### src/core/pin_mux_pkg.sv
// Constants and types for the port A pin function select block
package pin_mux_pkg;

  // APB register byte offsets
  localparam logic [7:0] DIR_OFF = 8'h00;
  localparam logic [7:0] DATA_OFF = 8'h04;
  localparam logic [7:0] LEVEL_OFF = 8'h08;
  localparam logic [7:0] SEL_OFF = 8'h0c;
  localparam logic [7:0] SWRST_OFF = 8'h10;
  localparam logic [7:0] CAUSE_OFF = 8'h14;

  // Implemented port A bits: 0 to 4 and 7
  localparam logic [7:0] PORT_MASK = 8'h9f;
  localparam logic [7:0] DIR_RST = 8'h00;
  localparam logic [7:0] DATA_RST = 8'h00;

  // Function select register layout
  localparam int SEL_PWM_LSB = 0;
  localparam int SEL_A4_LSB = 4;
  localparam int SEL_RPIN_BIT = 8;
  localparam logic [8:0] SEL_RST = 9'h000;
  localparam logic [8:0] SEL_MASK = 9'h13f;

  // Software reset request bit
  localparam int SWRST_BIT = 0;

  // Internal reset release delay in clock cycles
  localparam int RST_RELEASE_CYCLES = 32;
  localparam int RST_CNT_W = 6;

  // Pin input synchroniser reset level (pins idle high on pull-ups)
  localparam logic [5:0] SYNC_RST = 6'h3f;

  // Function of port A bit 4
  typedef enum logic [1:0] {
    A4_GPIO = 2'b00,
    A4_PWM = 2'b01,
    A4_TIMER = 2'b10,
    A4_FAULT = 2'b11
  } a4_func_t;

  // Cause of the last chip reset
  typedef enum logic [1:0] {
    CAUSE_POR = 2'b00,
    CAUSE_PIN = 2'b01,
    CAUSE_WDOG = 2'b10,
    CAUSE_SW = 2'b11
  } rst_cause_t;

  // Reset sequencer states
  typedef enum logic [1:0] {
    RS_HOLD = 2'b00,
    RS_COUNT = 2'b01,
    RS_RUN = 2'b10
  } rst_state_t;

  // Open-drain enable: drive low only when output and data is zero
  function automatic logic od_oe_n(input logic dir, input logic data);
    od_oe_n = !(dir && !data);
  endfunction

endpackage

### src/core/reset_ctl_if.sv
// Signals between the pin mux and its reset sequencer
`timescale 1ns/1ps
interface reset_ctl_if;
  import pin_mux_pkg::*;
  logic hold_req;
  rst_cause_t req_cause;
  logic chip_rst_n;
  rst_cause_t last_cause;

  modport seq (
    input hold_req,
    input req_cause,
    output chip_rst_n,
    output last_cause
  );

  modport ctl (
    output hold_req,
    output req_cause,
    input chip_rst_n,
    input last_cause
  );
endinterface

### src/core/port_a_pin_function_select.sv
// Port A pin function select with reset pin handling and APB registers
//
// The register addresses and the APB interface to the registers were left to the implementer.
`timescale 1ns/1ps

// Summary of operation
// - After any reset every pin is in its primary function until software selects.
// - Reset pin low initialises the chip and holds it in reset.
// - Internal reset releases synchronously after a fixed number of clock cycles.
// - Reset pin as port A bit 7 is input or open-drain only, never high.
// - After reset the shared pin comes up as external reset.
// - Each GPIO pin has its own software direction, input or output.
// - Port A bits 0 to 4 offer PWM channels 0 to 4.
// - Bit 4 as fault input 1 feeds the PWM fault logic.
// - Bit 4 also offers bidirectional timer A channel 2, chosen by selection.
// - Port A bits 0 to 4 default to GPIO after reset.
module port_a_pin_function_select
  import pin_mux_pkg::*;
(
  // Clock and reset
  input wire logic pclk,
  input wire logic presetn,
  // APB slave
  input wire logic psel,
  input wire logic penable,
  input wire logic pwrite,
  input wire logic [7:0] paddr,
  input wire logic [31:0] pwdata,
  output logic [31:0] prdata,
  output logic pready,
  output logic pslverr,
  // Reset sources and result
  input wire logic watchdog_reset,
  output logic chip_rst_n,
  // Port A bits 0 to 4 pads
  input wire logic [4:0] port_a_pad_in,
  output logic [4:0] port_a_pad_out,
  output logic [4:0] port_a_pad_oe_n,
  // Reset pin, also port_a_bit7_on_reset_pin
  input wire logic reset_pad_in,
  output logic reset_pad_out,
  output logic reset_pad_oe_n,
  // PWM peripheral
  input wire logic [4:0] motor_pwm_out,
  input wire logic [4:0] motor_pwm_oe,
  output logic pwm_fault_input_1,
  // Timer A channel 2
  input wire logic timer_a_channel_2_out,
  input wire logic timer_a_channel_2_oe,
  output logic timer_a_channel_2_in
);

  // ----------------------------------------
  // Declarations
  // ----------------------------------------
  reset_ctl_if rc ();

  logic [5:0] meta_q;
  logic [5:0] sync_q;
  logic [4:0] pin_lvl;
  logic rpin_lvl;

  logic [7:0] dir_q;
  logic [7:0] data_q;
  logic [8:0] sel_q;
  logic sw_rst_q;
  logic rpin_gpio;
  a4_func_t a4_func;

  logic setup;
  logic wr_en;
  logic wr_dir;
  logic wr_data;
  logic wr_sel;
  logic wr_swrst;
  logic [31:0] rdata_d;
  logic hit_d;
  logic [31:0] prdata_q;
  logic pready_q;
  logic pslverr_q;

  logic [4:0] pad_out_d;
  logic [4:0] pad_oe_n_d;
  logic [4:0] pad_out_q;
  logic [4:0] pad_oe_n_q;
  logic rpad_oe_n_d;
  logic rpad_oe_n_q;
  logic fault_q;
  logic timer_in_q;

  // ----------------------------------------
  // Pin input synchronisers
  // ----------------------------------------
  always_ff @(posedge pclk or negedge presetn) begin
    if (!presetn) begin
      meta_q <= SYNC_RST;
      sync_q <= SYNC_RST;
    end else begin
      meta_q <= {reset_pad_in, port_a_pad_in};
      sync_q <= meta_q;
    end
  end

  assign pin_lvl = sync_q[4:0];
  assign rpin_lvl = sync_q[5];

  // ----------------------------------------
  // Reset sources
  // ----------------------------------------
  assign rpin_gpio = sel_q[SEL_RPIN_BIT];
  assign a4_func = a4_func_t'(sel_q[SEL_A4_LSB +: 2]);

  always_comb begin
    rc.hold_req = (!rpin_gpio && !rpin_lvl) || watchdog_reset || sw_rst_q;
    if (!rpin_gpio && !rpin_lvl) begin
      rc.req_cause = CAUSE_PIN;
    end else if (watchdog_reset) begin
      rc.req_cause = CAUSE_WDOG;
    end else begin
      rc.req_cause = CAUSE_SW;
    end
  end

  reset_sequencer u_seq (
    .pclk(pclk),
    .presetn(presetn),
    .rc(rc.seq)
  );

  assign chip_rst_n = rc.chip_rst_n;

  // ----------------------------------------
  // APB handshake
  // ----------------------------------------
  assign setup = psel && !penable;
  assign wr_en = psel && penable && pready_q && pwrite;

  always_comb begin
    rdata_d = '0;
    hit_d = 1'b1;
    case (paddr)
      DIR_OFF: rdata_d[7:0] = dir_q;
      DATA_OFF: rdata_d[7:0] = data_q;
      LEVEL_OFF: rdata_d[7:0] = {rpin_lvl, 2'b00, pin_lvl};
      SEL_OFF: rdata_d[8:0] = sel_q;
      SWRST_OFF: rdata_d = '0;
      CAUSE_OFF: rdata_d[1:0] = rc.last_cause;
      default: hit_d = 1'b0;
    endcase
  end

  // One access cycle, no wait states
  always_ff @(posedge pclk or negedge presetn) begin
    if (!presetn) begin
      pready_q <= 1'b0;
    end else begin
      pready_q <= setup;
    end
  end

  always_ff @(posedge pclk or negedge presetn) begin
    if (!presetn) begin
      pslverr_q <= 1'b0;
    end else begin
      pslverr_q <= setup && !hit_d;
    end
  end

  always_ff @(posedge pclk or negedge presetn) begin
    if (!presetn) begin
      prdata_q <= '0;
    end else begin
      if (setup && !pwrite) begin
        prdata_q <= rdata_d;
      end else if (!setup) begin
        prdata_q <= '0;
      end
    end
  end

  assign prdata = prdata_q;
  assign pready = pready_q;
  assign pslverr = pslverr_q;

  // ----------------------------------------
  // Register write strobes
  // ----------------------------------------
  assign wr_dir = wr_en && (paddr == DIR_OFF);
  assign wr_data = wr_en && (paddr == DATA_OFF);
  assign wr_sel = wr_en && (paddr == SEL_OFF);
  assign wr_swrst = wr_en && (paddr == SWRST_OFF);

  // ----------------------------------------
  // Direction and data registers
  // ----------------------------------------
  // Per-pin direction
  always_ff @(posedge pclk or negedge presetn) begin
    if (!presetn) begin
      dir_q <= DIR_RST;
    end else if (!rc.chip_rst_n) begin
      dir_q <= DIR_RST;
    end else if (wr_dir) begin
      dir_q <= pwdata[7:0] & PORT_MASK;
    end
  end

  always_ff @(posedge pclk or negedge presetn) begin
    if (!presetn) begin
      data_q <= DATA_RST;
    end else if (!rc.chip_rst_n) begin
      data_q <= DATA_RST;
    end else if (wr_data) begin
      data_q <= pwdata[7:0] & PORT_MASK;
    end
  end

  // ----------------------------------------
  // Function select register
  // ----------------------------------------
  // Primary functions until written
  // Bits 0 to 4 start as GPIO
  always_ff @(posedge pclk or negedge presetn) begin
    if (!presetn) begin
      sel_q <= SEL_RST;
    end else if (!rc.chip_rst_n) begin
      sel_q <= SEL_RST;
    end else if (wr_sel) begin
      sel_q <= pwdata[8:0] & SEL_MASK;
    end
  end

  // ----------------------------------------
  // Software reset request
  // ----------------------------------------
  // Software reset source
  always_ff @(posedge pclk or negedge presetn) begin
    if (!presetn) begin
      sw_rst_q <= 1'b0;
    end else if (wr_swrst && pwdata[SWRST_BIT]) begin
      sw_rst_q <= 1'b1;
    end else if (!rc.chip_rst_n) begin
      sw_rst_q <= 1'b0;
    end
  end

  // ----------------------------------------
  // Pad output selection
  // ----------------------------------------
  always_comb begin
    pad_out_d = data_q[4:0];
    pad_oe_n_d = ~dir_q[4:0];
    for (int i = 0; i < 4; i++) begin
      if (sel_q[SEL_PWM_LSB + i]) begin
        pad_out_d[i] = motor_pwm_out[i];
        pad_oe_n_d[i] = !motor_pwm_oe[i];
      end
    end
    case (a4_func)
      A4_GPIO: begin
        pad_out_d[4] = data_q[4];
        pad_oe_n_d[4] = !dir_q[4];
      end
      A4_PWM: begin
        pad_out_d[4] = motor_pwm_out[4];
        pad_oe_n_d[4] = !motor_pwm_oe[4];
      end
      A4_TIMER: begin
        pad_out_d[4] = timer_a_channel_2_out;
        pad_oe_n_d[4] = !timer_a_channel_2_oe;
      end
      A4_FAULT: begin
        pad_out_d[4] = 1'b0;
        pad_oe_n_d[4] = 1'b1;
      end
      default: begin
        pad_out_d[4] = 1'b0;
        pad_oe_n_d[4] = 1'b1;
      end
    endcase
  end

  always_ff @(posedge pclk or negedge presetn) begin
    if (!presetn) begin
      pad_out_q <= '0;
      pad_oe_n_q <= '1;
    end else begin
      pad_out_q <= pad_out_d;
      pad_oe_n_q <= pad_oe_n_d;
    end
  end

  assign port_a_pad_out = pad_out_q;
  assign port_a_pad_oe_n = pad_oe_n_q;

  // ----------------------------------------
  // Reset pin as open-drain port A bit 7
  // ----------------------------------------
  // Never drives high
  assign rpad_oe_n_d = !rpin_gpio || od_oe_n(dir_q[7], data_q[7]);

  always_ff @(posedge pclk or negedge presetn) begin
    if (!presetn) begin
      rpad_oe_n_q <= 1'b1;
    end else begin
      rpad_oe_n_q <= rpad_oe_n_d;
    end
  end

  assign reset_pad_out = 1'b0;
  assign reset_pad_oe_n = rpad_oe_n_q;

  // ----------------------------------------
  // Peripheral inputs from bit 4
  // ----------------------------------------
  // Fault level to PWM
  always_ff @(posedge pclk or negedge presetn) begin
    if (!presetn) begin
      fault_q <= 1'b0;
    end else begin
      fault_q <= (a4_func == A4_FAULT) && pin_lvl[4];
    end
  end

  always_ff @(posedge pclk or negedge presetn) begin
    if (!presetn) begin
      timer_in_q <= 1'b0;
    end else begin
      timer_in_q <= (a4_func == A4_TIMER) && pin_lvl[4];
    end
  end

  assign pwm_fault_input_1 = fault_q;
  assign timer_a_channel_2_in = timer_in_q;

endmodule

### src/core/reset_sequencer.sv
// Holds the chip in reset and releases it after a fixed cycle count
`timescale 1ns/1ps
module reset_sequencer
  import pin_mux_pkg::*;
(
  // Clock and power-on reset
  input wire logic pclk,
  input wire logic presetn,
  // Reset control
  reset_ctl_if.seq rc
);

  rst_state_t state_q;
  logic [RST_CNT_W-1:0] cnt_q;
  logic chip_rst_n_q;
  rst_cause_t cause_q;

  // ----------------------------------------
  // Sequencer
  // ----------------------------------------
  // Synchronous counted release
  always_ff @(posedge pclk or negedge presetn) begin
    if (!presetn) begin
      state_q <= RS_HOLD;
      cnt_q <= '0;
      chip_rst_n_q <= 1'b0;
    end else begin
      case (state_q)
        RS_HOLD: begin
          cnt_q <= '0;
          if (!rc.hold_req) begin
            state_q <= RS_COUNT;
          end
        end
        RS_COUNT: begin
          if (rc.hold_req) begin
            state_q <= RS_HOLD;
          end else if (cnt_q == RST_CNT_W'(RST_RELEASE_CYCLES - 1)) begin
            state_q <= RS_RUN;
            chip_rst_n_q <= 1'b1;
          end else begin
            cnt_q <= cnt_q + 1'b1;
          end
        end
        RS_RUN: begin
          if (rc.hold_req) begin
            state_q <= RS_HOLD;
            chip_rst_n_q <= 1'b0;
          end
        end
        default: begin
          state_q <= RS_HOLD;
          chip_rst_n_q <= 1'b0;
        end
      endcase
    end
  end

  // ----------------------------------------
  // Reset cause, kept across chip resets
  // ----------------------------------------
  always_ff @(posedge pclk or negedge presetn) begin
    if (!presetn) begin
      cause_q <= CAUSE_POR;
    end else if (state_q == RS_RUN && rc.hold_req) begin
      cause_q <= rc.req_cause;
    end
  end

  assign rc.chip_rst_n = chip_rst_n_q;
  assign rc.last_cause = cause_q;

endmodule

### config.mk
export PLATFORM = sky130hd
export DESIGN_NAME = port_a_pin_function_select
export DESIGN_NICKNAME = d
export VERILOG_FILES = /design/src/core/pin_mux_pkg.sv /design/src/core/reset_ctl_if.sv /design/src/core/port_a_pin_function_select.sv /design/src/core/reset_sequencer.sv
export SDC_FILE = /design/constraint.sdc
export NUM_CORES = 1
export LEC_CHECK = 0
export ABC_AREA = 1
export ABC_CLOCK_PERIOD_IN_PS = 2900
export BUFFER_PORTS_ARGS = -buffer_cell sky130_fd_sc_hd__buf_2
export CAP_MARGIN = 0
export CORE_UTILIZATION = 50
export DETAILED_ROUTE_END_ITERATION = 16
export GPL_ROUTABILITY_DRIVEN = 0
export PLACE_DENSITY_LB_ADDON = 0.1
export SYNTH_ARGS = -nofsm -noshare
export SYNTH_HDL_FRONTEND = slang
export SYNTH_HIERARCHICAL = 1
export SYNTH_SLANG_ARGS = --single-unit
### constraint.sdc
create_clock -name pclk -period 2.9 [get_ports pclk]
set_input_delay 0.29 -clock pclk [delete_from_list [all_inputs] [get_ports pclk]]
set_output_delay 0.29 -clock pclk [all_outputs]
set_load 0.005 [all_outputs]
==> reports/qor.log, run 1 <==
qor: outcome.outcome finished clean
qor: power.power_density 505 nW/um2
qor: grt.global_route_wire_length_before_repair 10700 um
qor: layout.layout.core_utilization 60.8%
qor: layout.nets 496
qor: detailed_routing.vias_per_cell 4.89
qor: timing.max_slew_margin 44.1%
qor: floorplan.i_o_pin_cnt 113
qor: timing.worst-slew-pin-transition 0.831 ns
qor: detailed_routing.drc 0
qor: place.port_buffers 63
qor: logic_synthesis.number_of_warning_messages_in_the_yosys_log 6
qor: cts.worst_skew_pair.late_latency 0.33 ns
qor: logic_synthesis.postSynth.topFlopCell sky130_fd_sc_hd__dfrtp_1
qor: grt.groute.usage.overall 22.0%
qor: grt.globalRouteOverflowTotal 0
qor: timing.slew_violations 0
qor: detailed_routing.drt_first_pass_iters 4
qor: logic_synthesis.synth_area_per_cell 8.77 um2
qor: floorplan.die-area 6620 um2
qor: critical_path.crit_type reg2out
qor: detailed_routing.route.antenna.remaining_nets 0
qor: layout.layout.filler_cells 544
qor: job.cap_viol_max_count 0
qor: critical_path.critPathMaxStageDelay 0.75 ns
qor: critical_path.timing.critical_path.arrival 1.30 ns
qor: power.cellLeakagePower 1.93 nW
qor: timing.rsz0062_at_grt no
qor: logic_synthesis.netlist-cell-type-count 31
qor: critical_path.critPathRequiredTime 2.61 ns
qor: grt.number_of_antenna_violations_at_the_first_check_in_global_routing 0
qor: layout.num_antenna_cells 0
qor: floorplan.die_w 81.4 um
qor: timing.post-route-min-period 1.59 ns
qor: cts.cts.reportedPaths.clkPinSlew 0.07 ns
qor: detailed_routing.vias 2499
qor: logic_synthesis.synthDominantCellAreaShare 38.1%
qor: timing.fmax 628 MHz
qor: logic_synthesis.mappedNetlistArea 3150 um2
qor: detailed_routing.post_drt_wl_per_cell 12.6 um
qor: logic_synthesis.synth_most_common_cell sky130_fd_sc_hd__nand2_1
qor: timing.clock_skew_after_layout 0.00625 ns
qor: critical_path.path_cells buf_2
qor: floorplan.die_y 81.4 um
qor: logic_synthesis.synth.largest_area_cell sky130_fd_sc_hd__dfrtp_1
qor: logic_synthesis.synth.area.top_cells sky130_fd_sc_hd__dfrtp_1 (38%), sky130_fd_sc_hd__dfstp_2 (15%), sky130_fd_sc_hd__nand2_1 (13%), sky130_fd_sc_hd__buf_4 (6.0%), sky130_fd_sc_hd__nand3_1 (5.6%)
qor: layout.drive_above_1_share 28.2%
qor: floorplan.floorplan.initialDensity 52.6%
qor: logic_synthesis.netlist_instances 359
qor: floorplan.floorplan.rows 28
qor: timing.fin_setup_tns 0 ns
qor: logic_synthesis.synth_common_cells sky130_fd_sc_hd__nand2_1 (105), sky130_fd_sc_hd__dfrtp_1 (48), sky130_fd_sc_hd__nand3_1 (35), sky130_fd_sc_hd__inv_1 (34), sky130_fd_sc_hd__o21ai_0 (32)
qor: critical_path.critical_path_buf_inv_count 1
qor: floorplan.core-area 5990 um2
qor: grt.number_of_global_route_vias_before_repair 2392
qor: power.vdd_ir_drop_max 336 uV
qor: cts.cts.path.max_buffers 2
qor: grt.grt_start_max_net_pins 46
qor: critical_path.timing.critical_path.slowest_stage_cell sky130_fd_sc_hd__dfrtp_1
qor: critical_path.critPathTopFamily flip-flops
qor: logic_synthesis.ys_ff_latch 66
qor: logic_synthesis.synth_sequential_area_ratio 53.2%
qor: cts.cts_sinks 66
qor: worst_hold_path.hold_class in2reg
qor: timing.final.period_utilization 54.9%
qor: cts.clockRootBuffer sky130_fd_sc_hd__clkbuf_8
qor: critical_path.critical_path.max_fanout 17
qor: critical_path.end_kind output port
qor: logic_synthesis.asyncSetResetFlopFracSynth 100%
qor: critical_path.crit_path_start_kind flip-flop
qor: detailed_routing.drtIter0Drc 146
qor: timing.setup_viol_count_final 0
qor: cts.numCtsBuffers 9
qor: timing.hold_viol 0
qor: cts.htreeDepth 3
qor: detailed_routing.totalWireLength 6430 um
qor: cts.cts_tree yes
qor: layout.syn2layout_area_growth 15.6%
qor: cts.cts_post_setup_buffers_inserted 0
qor: logic_synthesis.synth_edf_count 0
qor: place.dpl.hpwl 4690 um
## power by group
group | internal, W | switching [W] | leakage [nW]
registers | 0.000948 | 0.0000123 | 0.856
clock network | 0.000379 | 0.000325 | 0.0965
logic | 0.0000561 | 0.000118 | 0.974
## placed cells by master, fill, tap and decap left out, types with 2 or more instances in the layout
cell,instances
sky130_fd_sc_hd__dfstp_2,18
sky130_fd_sc_hd__nor2_4,5
sky130_fd_sc_hd__clkbuf_8,12
sky130_fd_sc_hd__nor2_1,13
sky130_fd_sc_hd__inv_1,34
sky130_fd_sc_hd__clkbuf_1,2
sky130_fd_sc_hd__o21ai_1,4
sky130_fd_sc_hd__buf_2,63
sky130_fd_sc_hd__nor3_1,3
sky130_fd_sc_hd__conb_1,25
sky130_fd_sc_hd__inv_2,5
sky130_fd_sc_hd__nand2_1,105
sky130_fd_sc_hd__dfrtp_1,48
sky130_fd_sc_hd__o21ai_0,32
sky130_fd_sc_hd__nand3_1,35
sky130_fd_sc_hd__mux2_2,2
sky130_fd_sc_hd__o21bai_1,2
sky130_fd_sc_hd__o21ai_2,7
sky130_fd_sc_hd__nand2_2,2
sky130_fd_sc_hd__clkinv_2,2
sky130_fd_sc_hd__a21oi_1,3
sky130_fd_sc_hd__o31ai_1,2
## timing repair
action                                 4_1_cts  5_1_grt
gates resized for setup                      0        0
hold buffers                                 1        0
endpoints found under the hold margin       10        0
## final timing paths
| check | from | end | slack, ns | depth (start not counted) |
|---|---|---|---|---|
| worst max-delay path | u_seq/rc.chip_rst_n$_DFFE_PN0P_ | chip_rst_n | 1.31 | 1 |
| worst min-delay path | port_a_pad_in[1] | meta_q[1]$_DFF_PN1_ | 0.05 | 1 |
| worst max register to register | sel_q[8]$_DFFE_PN0P_ | u_seq/rc.chip_rst_n$_DFFE_PN0P_ | 1.46 | 7 |
| worst min register to register | meta_q[3]$_DFF_PN1_ | sync_q[3]$_DFF_PN1_ | 0.36 | 0 |
| max in group asynchronous | presetn | meta_q[5]$_DFF_PN1_ | 1.52 | 3 |
| min in group asynchronous | presetn | prdata[4]$_DFFE_PN0P_ | 0.44 | 2 |
## sequential cells by signal, summed over array words and instances (netlist names)
name	cells
sw_rst_q	1
prdata	8
sync_q	6
u_seq/rc.last_cause	2
u_seq/state_q	2
port_a_pad_oe_n	5
pslverr	1
data_q	6
u_seq/cnt_q	6
dir_q	6
timer_a_channel_2_in	1
pwm_fault_input_1	1
port_a_pad_out	5
pready	1
u_seq/rc.chip_rst_n	1
sel_q	7
meta_q	6
reset_pad_oe_n	1
## cells by family after synthesis
logic type / after synthesis / share of synthesized area (%)
flip-flops: 66 / 53.2
adder cells (fa/ha/maj): 1 / 0.397
AND/OR/NAND/NOR: 169 / 24.2
buffers and inverters: 67 / 11.3
multiplexers: 2 / 0.715
AO/OA/AOI/OAI: 53 / 10.2
other: 1 / 0.119
## layer usage
layer | global-route usage (%) | wire length [um]
met1 | 28.6 | 2910
met2 | 33.9 | 3060
met3 | 6.40 | 352
met4 | 9.82 | 116
met5 | 0 | 0
## stage by stage
step	total power (W)	instances	area (um2)	worst slack (ns)	hold WS [ns]
6_report	0.00184	511	3640	1.31	0.0482
5_1_grt	0.00193	511	3640	1.22	0.0216
4_1_cts	0.00186	511	3640	1.29	0.0302
3_5_place_dp	0.00115	494	3450	1.18	0.280
3_3_place_gp	0.00115	494	3450	1.24	0.261
2_1_floorplan	0.00110	383	3240	1.64	-0.00559
## cell type report
cell class                 count  area (um2)  area share, %
sequential                    66        1670           46.0
inverter                      39         146           4.02
timing repair buffer          65         333           9.14
clock inverter                 2        10.0          0.275
multi-input combinational    250        1210           33.2
clock buffer                  14         173           4.74
tap                           75        93.8           2.58
Power figures use the tool's default switching activity.
==> run 2, diff against run 1 <==
--- a/config.mk
+++ b/config.mk
@@ -6,7 +6,7 @@
 export NUM_CORES = 1
 export LEC_CHECK = 0
 export ABC_AREA = 1
-export ABC_CLOCK_PERIOD_IN_PS = 2900
+export ABC_CLOCK_PERIOD_IN_PS = 1500
 export BUFFER_PORTS_ARGS = -buffer_cell sky130_fd_sc_hd__buf_2
 export CAP_MARGIN = 0
 export CORE_UTILIZATION = 50
==> constraint.sdc (replaced) <==
create_clock -name pclk -period 1.5 [get_ports pclk]
set_input_delay 0.15 -clock pclk [delete_from_list [all_inputs] [get_ports pclk]]
set_output_delay 0.15 -clock pclk [all_outputs]
set_load 0.005 [all_outputs]
==> reports/qor.log, run 2 (synthesized netlist as in run 1, its figures left out) <==
qor: timing.slew_violations 0 [unchanged]
qor: detailed_routing.drt_first_pass_iters 4 [unchanged]
qor: cts.clockRootBuffer sky130_fd_sc_hd__clkbuf_8
qor: timing.max_slew_margin 63.6% [+19 points]
qor: timing.timing.final.ws_setup 0.116 ns [-1.19 ns]
qor: critical_path.path_cells or2_4 -> nand2_2 -> inv_1 -> o21ai_0 -> o21ai_1 -> nand2_1 -> nand2_1 -> nand2_1
qor: place.dpl.hpwl 4680 um [-0.24%]
qor: floorplan.core-area 5990 um2 [unchanged]
qor: layout.final_common_cell sky130_fd_sc_hd__nand2_1
qor: critical_path.end_kind flip-flop
qor: critical_path.critPathRequiredTime 1.72 ns [-0.89 ns]
qor: timing.fin_worst_hold_slack 0.0182 ns [-0.0299 ns]
qor: floorplan.die_y 81.4 um [unchanged]
qor: detailed_routing.post_drt_wl_per_cell 12.8 um [+1.5%]
qor: grt.number_of_global_route_vias_before_repair 2311 [-3.4%]
qor: detailed_routing.drtIter0Drc 188 [+29%]
qor: job.cap_viol_max_count 0 [unchanged]
qor: cts.cts_post_setup_buffers_inserted 0 [unchanged]
qor: floorplan.floorplan.rows 28 [unchanged]
qor: power.power_density 988 nW/um2 [+96%]
qor: power.vdd_ir_drop_max 589 uV [+75%]
qor: critical_path.critPathMaxStageDelay 0.53 ns [-0.22 ns]
qor: worst_hold_path.hold_class in2reg
qor: layout.num_antenna_cells 0 [unchanged]
qor: layout.layout.cells.most_common_list sky130_fd_sc_hd__nand2_1 (104), sky130_fd_sc_hd__buf_2 (63), sky130_fd_sc_hd__dfrtp_1 (48)
qor: timing.post-route-min-period 1.38 ns
qor: timing.rsz0062_at_grt no
qor: floorplan.die_w 81.4 um [unchanged]
qor: timing.setup_viol_count_final 0 [unchanged]
qor: cts.cts_sinks 66 [unchanged]
qor: grt.groute.usage.overall 22.0% [about the same]
qor: timing.hold_viol 0 [unchanged]
qor: outcome.outcome finished clean
qor: cts.cts.path.max_buffers 2 [unchanged]
qor: floorplan.floorplan.initialDensity 52.6% [unchanged]
qor: place.port_buffers 63 [unchanged]
qor: timing.fmax 723 MHz
qor: critical_path.timing.critical_path.arrival 1.60 ns [+0.30 ns]
qor: layout.drive_above_1_share 28.6% [+0.39 points]
qor: cts.numCtsBuffers 9 [unchanged]
qor: power.cellLeakagePower 2.01 nW [+4.5%]
qor: grt.globalRouteOverflowTotal 0 [unchanged]
qor: detailed_routing.vias_per_cell 4.84 [-0.95%]
qor: detailed_routing.drc 0 [unchanged]
qor: grt.global_route_wire_length_before_repair 10600 um [-0.33%]
qor: grt.grt_start_max_net_pins 67 [+46%]
qor: floorplan.i_o_pin_cnt 113 [unchanged]
qor: place.detailedPlace.worstSlack 0.0895 ns [-1.09 ns]
qor: critical_path.critPathTopFamily flip-flops
qor: cts.cts.reportedPaths.clkPinSlew 0.07 ns [about the same]
qor: layout.layout.filler_cells 532 [-2.2%]
qor: detailed_routing.vias 2548 [+2.0%]
qor: layout.max_ffs_per_register 8 [unchanged]
qor: cts.cts_tree yes
qor: grt.number_of_antenna_violations_at_the_first_check_in_global_routing 0 [unchanged]
qor: layout.syn2layout_area_growth 21.7%
qor: detailed_routing.route.antenna.remaining_nets 0 [unchanged]
qor: timing.final.period_utilization 92.2%
qor: power.total_power 0.00379 W [+110%]
qor: detailed_routing.totalWireLength 6720 um [+4.5%]
qor: timing.clock_skew_after_layout 0.00673 ns [+0.000483 ns]
qor: cts.worst_skew_pair.late_latency 0.33 ns [about the same]
qor: critical_path.critical_path.max_fanout 5 [-12]
qor: critical_path.timing.critical_path.mode_cell sky130_fd_sc_hd__nand2_1
qor: critical_path.crit_type reg2reg
qor: timing.fin_setup_tns 0 ns [unchanged]
qor: cts.htreeDepth 3 [unchanged]
qor: critical_path.crit_path_start_kind flip-flop
qor: critical_path.critical_path_buf_inv_count 1 [unchanged]
qor: layout.nets 511 [+3.0%]
qor: critical_path.timing.critical_path.slowest_stage_cell sky130_fd_sc_hd__dfstp_2
qor: timing.worst-slew-pin-transition 0.545 ns [-0.286 ns]
qor: floorplan.die-area 6620 um2 [unchanged]
==> run 2: where the power goes <==
group | switching (W) | internal (W) | total (W)
sequential | 0.0000240 | 0.00183 | 0.00186
clock | 0.000655 | 0.000904 | 0.00156
combinational | 0.000236 | 0.000136 | 0.000372
total | 0.000915 | 0.00287 | 0.00379
==> run 2: cell type report <==
cell class / count / area, um2 / share of cell area, %
sequential: 66 / 1670 / 43.7
multi-input combinational: 250 / 1210 / 31.7
timing repair buffer: 80 / 495 / 12.9
clock buffer: 14 / 173 / 4.51
inverter: 39 / 146 / 3.82
tap: 75 / 93.8 / 2.45
clock inverter: 2 / 35.0 / 0.914
==> run 2: repair_timing <==
| action | in CTS | in global routing |
|---|---|---|
| hold buffers | 11 | 0 |
| hold endpoints to repair | 58 | 0 |
| gates resized for setup | 0 | 2 |
| endpoints found under the setup margin | 0 | 2 |
==> run 2: worst paths after layout <==
path,start,to,slack [ns],depth (start not counted)
hold / removal,motor_pwm_out[1],port_a_pad_out[1]$_DFF_PN0_,0.02,3
setup / recovery,sync_q[5]$_DFF_PN1_,u_seq/rc.chip_rst_n$_DFFE_PN0P_,0.12,8
setup reg to reg,sync_q[5]$_DFF_PN1_,u_seq/rc.chip_rst_n$_DFFE_PN0P_,0.12,8
min in group asynchronous,presetn,prdata[4]$_DFFE_PN0P_,0.37,3
hold reg to reg,meta_q[4]$_DFF_PN1_,sync_q[4]$_DFF_PN1_,0.35,0
max in group asynchronous,presetn,meta_q[5]$_DFF_PN1_,0.80,3
==> run 2: worst register-to-register path, delay by kind of cell, from the launching register on <==
| family | cells | cell delay, ns |
|---|---|---|
| AOI/OAI and AO/OA | 2 | 0.24 |
| and+or+nand+nor | 5 | 0.37 |
| buffers and inverters | 1 | 0.13 |
| DFF | 1 | 0.53 |
==> run 2: per-layer routing <==
| layer | vias up | global-route usage, % | part of all wire [%] |
|---|---|---|---|
| met5 | - | 0 | 0 |
| met4 | 0 | 7.86 | 1.3 |
| met3 | 9 | 5.62 | 4.7 |
| met2 | 85 | 36.0 | 50 |
| met1 | 1182 | 28.0 | 44 |
| li1 | 1272 | - | - |
==> run 2: through the flow <==
| step | util, % | std cells | instance area, um2 |
|---|---|---|---|
| after floorplan | - | 383 | 3240 |
| after global placement | 58.6 | 499 | 3510 |
| after detailed placement | 58.6 | 499 | 3510 |
| after CTS | 63.9 | 526 | 3830 |
| after global routing | 64.0 | 526 | 3830 |
| final | 64.0 | 526 | 3830 |
==> run 3, diff against run 2 <==
--- a/config.mk
+++ b/config.mk
@@ -13,6 +13,7 @@
 export DETAILED_ROUTE_END_ITERATION = 16
 export GPL_ROUTABILITY_DRIVEN = 0
 export PLACE_DENSITY_LB_ADDON = 0.1
+export SETUP_SLACK_MARGIN = 0.5
 export SYNTH_ARGS = -nofsm -noshare
 export SYNTH_HDL_FRONTEND = slang
 export SYNTH_HIERARCHICAL = 1
==> reports/qor.log, run 3 (synthesized netlist as in run 1, its figures left out) <==
qor: grt.groute.usage.overall 24.2% [+2.3 points]
qor: layout.max_ffs_per_register 8 [unchanged]
qor: layout.layout.area.seq 1680 um2 [+0.22%]
qor: timing.fin_setup_tns 0 ns [unchanged]
qor: critical_path.crit_path_start_kind flip-flop
qor: critical_path.critical_path_buf_inv_count 0 [-1]
qor: place.detailedPlace.worstSlack 0.105 ns [+0.0156 ns]
qor: timing.clock_skew_after_layout 0.00727 ns [+0.000535 ns]
qor: worst_hold_path.hold_class in2reg
qor: timing.final.period_utilization 86.2% [-6.0 points]
qor: detailed_routing.post_drt_wl_per_cell 13.4 um [+4.5%]
qor: critical_path.critPathRequiredTime 1.73 ns [about the same]
qor: cts.cts.reportedPaths.clkPinSlew 0.07 ns [about the same]
qor: grt.grt_start_max_net_pins 27 [-60%]
qor: detailed_routing.vias_per_cell 4.96 [+2.4%]
qor: critical_path.path_cells or2_4 -> nand2_8 -> nand3_4 -> mux2_4
qor: grt.number_of_global_route_vias_before_repair 2505 [+8.4%]
qor: floorplan.core-area 5990 um2 [unchanged]
qor: critical_path.critical_path.max_fanout 4 [-1]
qor: power.power_density 911 nW/um2 [-7.8%]
qor: layout.finish.cell_count_without_fillers 549 [+4.4%]
qor: layout.final_common_cell sky130_fd_sc_hd__nand2_1
qor: critical_path.timing.critical_path.arrival 1.53 ns [-0.07 ns]
qor: floorplan.i_o_pin_cnt 113 [unchanged]
qor: timing.setup_viol_count_final 0 [unchanged]
qor: floorplan.die_y 81.4 um [unchanged]
qor: outcome.outcome finished clean
qor: layout.syn2layout_area_growth 37.6%
qor: critical_path.critPathMaxStageDelay 0.40 ns [-0.13 ns]
qor: grt.global_route_wire_length_before_repair 11600 um [+8.8%]
qor: layout.drive_above_1_share 39.9% [+11 points]
qor: layout.layout.filler_cells 461 [-13%]
qor: timing.hold_viol 0 [unchanged]
qor: timing.post-route-min-period 1.29 ns [-0.0904 ns]
qor: layout.layout.cells.most_common_list sky130_fd_sc_hd__nand2_1 (89), sky130_fd_sc_hd__buf_2 (57), sky130_fd_sc_hd__dfrtp_1 (47)
qor: grt.number_of_antenna_violations_at_the_first_check_in_global_routing 0 [unchanged]
qor: detailed_routing.drc 0 [unchanged]
qor: critical_path.timing.critical_path.slowest_stage_cell sky130_fd_sc_hd__dfrtp_1
qor: detailed_routing.route.antenna.remaining_nets 0 [unchanged]
qor: place.dpl.hpwl 4810 um [+2.7%]
qor: critical_path.crit_type reg2reg
qor: floorplan.floorplan.initialDensity 52.6% [unchanged]
qor: cts.cts_sinks 66 [unchanged]
qor: detailed_routing.drtIter0Drc 164 [-13%]
qor: place.port_buffers 63 [unchanged]
qor: power.vdd_ir_drop_max 865 uV [+47%]
qor: cts.htreeDepth 3 [unchanged]
qor: job.cap_viol_max_count 0 [unchanged]
qor: cts.numCtsBuffers 9 [unchanged]
qor: layout.num_antenna_cells 0 [unchanged]
qor: timing.fmax 773 MHz [+7.0%]
qor: timing.timing.final.ws_setup 0.207 ns [+0.0904 ns]
qor: floorplan.die_w 81.4 um [unchanged]
qor: grt.globalRouteOverflowTotal 0 [unchanged]
qor: layout.nets 534 [+4.5%]
qor: cts.worst_skew_pair.late_latency 0.35 ns [+0.02 ns]
qor: place.post-place-cells 501 [+0.40%]
qor: floorplan.die-area 6620 um2 [unchanged]
qor: timing.rsz0062_at_grt yes
qor: cts.cts.path.max_buffers 2 [unchanged]
qor: critical_path.ff2ff_setup_slack 0.21 ns [+0.09 ns]
qor: critical_path.end_kind flip-flop
qor: detailed_routing.vias 2723 [+6.9%]
qor: power.cellLeakagePower 2.22 nW [+10%]
qor: timing.slew_violations 0 [unchanged]
qor: layout.multi_input_comb_area 1440 um2 [+18%]
qor: detailed_routing.drt_first_pass_iters 4 [unchanged]
qor: floorplan.floorplan.rows 28 [unchanged]
qor: cts.clockRootBuffer sky130_fd_sc_hd__clkbuf_8
qor: cts.cts_tree yes
qor: detailed_routing.totalWireLength 7330 um [+9.0%]
qor: critical_path.critPathTopFamily simple AND/OR/NAND/NOR gates
==> run 3: area by class of cell <==
type,count,share of cell area (%)
flip-flops and latches,66,38.7
multi-input cells,252,33.2
repair buffers,101,17.3
clock buffers,13,3.90
inverters,39,3.67
well taps,75,2.17
clock inverters,3,1.07
==> run 3: path summary, 6_finish.rpt <==
| kind | from | cells after the start | endpoint |
|---|---|---|---|
| min in group asynchronous | presetn | 2 | u_seq/rc.chip_rst_n$_DFFE_PN0P_ |
| min reg2reg | meta_q[3]$_DFF_PN1_ | 0 | sync_q[3]$_DFF_PN1_ |
| min | motor_pwm_out[2] | 3 | port_a_pad_out[2]$_DFF_PN0_ |
| max in group asynchronous | presetn | 3 | port_a_pad_oe_n[1]$_DFF_PN1_ |
| max | sel_q[8]$_DFFE_PN0P_ | 4 | u_seq/rc.last_cause[1]$_DFFE_PN0P_ |
| max reg2reg | sel_q[8]$_DFFE_PN0P_ | 4 | u_seq/rc.last_cause[1]$_DFFE_PN0P_ |
==> run 3: what timing repair did <==
action / CTS / global route
hold buffers: 11 / 0
gates resized for setup: 50 / 29
endpoints found under the setup margin: 47 / 70
hold endpoints to repair: 20 / 0
buffers inserted: 10 / 8
pin swaps: 12 / 14
cloned: 3 / 0
==> run 3: report_power, final <==
group	internal [W]	switching, W	total (W)
Combinational	0.000195	0.000296	0.000491
Sequential	0.00183	0.0000294	0.00186
Clock	0.000908	0.000687	0.00159
==> run 3: per-stage QoR <==
stage          cell area [um2]  util (%)  hold slack (ns)  total power [W]
5_1_grt                   4330      72.3           0.0110          0.00411
6_report                  4330      72.3          0.00940          0.00395
4_1_cts                   4160      69.5          0.00446          0.00391
3_5_place_dp              3560      59.4            0.151          0.00225
2_1_floorplan             3270         -           -0.146          0.00214
3_3_place_gp              3560      59.4            0.149          0.00225
==> run 3: tightest hold or removal path: cells and delay by family <==
family          cells  cell delay [ns]
buf+inv             1             0.07
compound gates      1             0.06
simple gates        1             0.04
==> run 3: routing by layer <==
layer / global-route usage [%] / vias up / share of wire, % / routed length [um]
li1: - / 1332 / - / -
met1: 31.0 / 1264 / 43 / 3130
met2: 39.2 / 110 / 48 / 3540
met3: 4.61 / 17 / 6.3 / 462
met4: 12.0 / 0 / 2.6 / 192
met5: 0 / - / 0 / 0
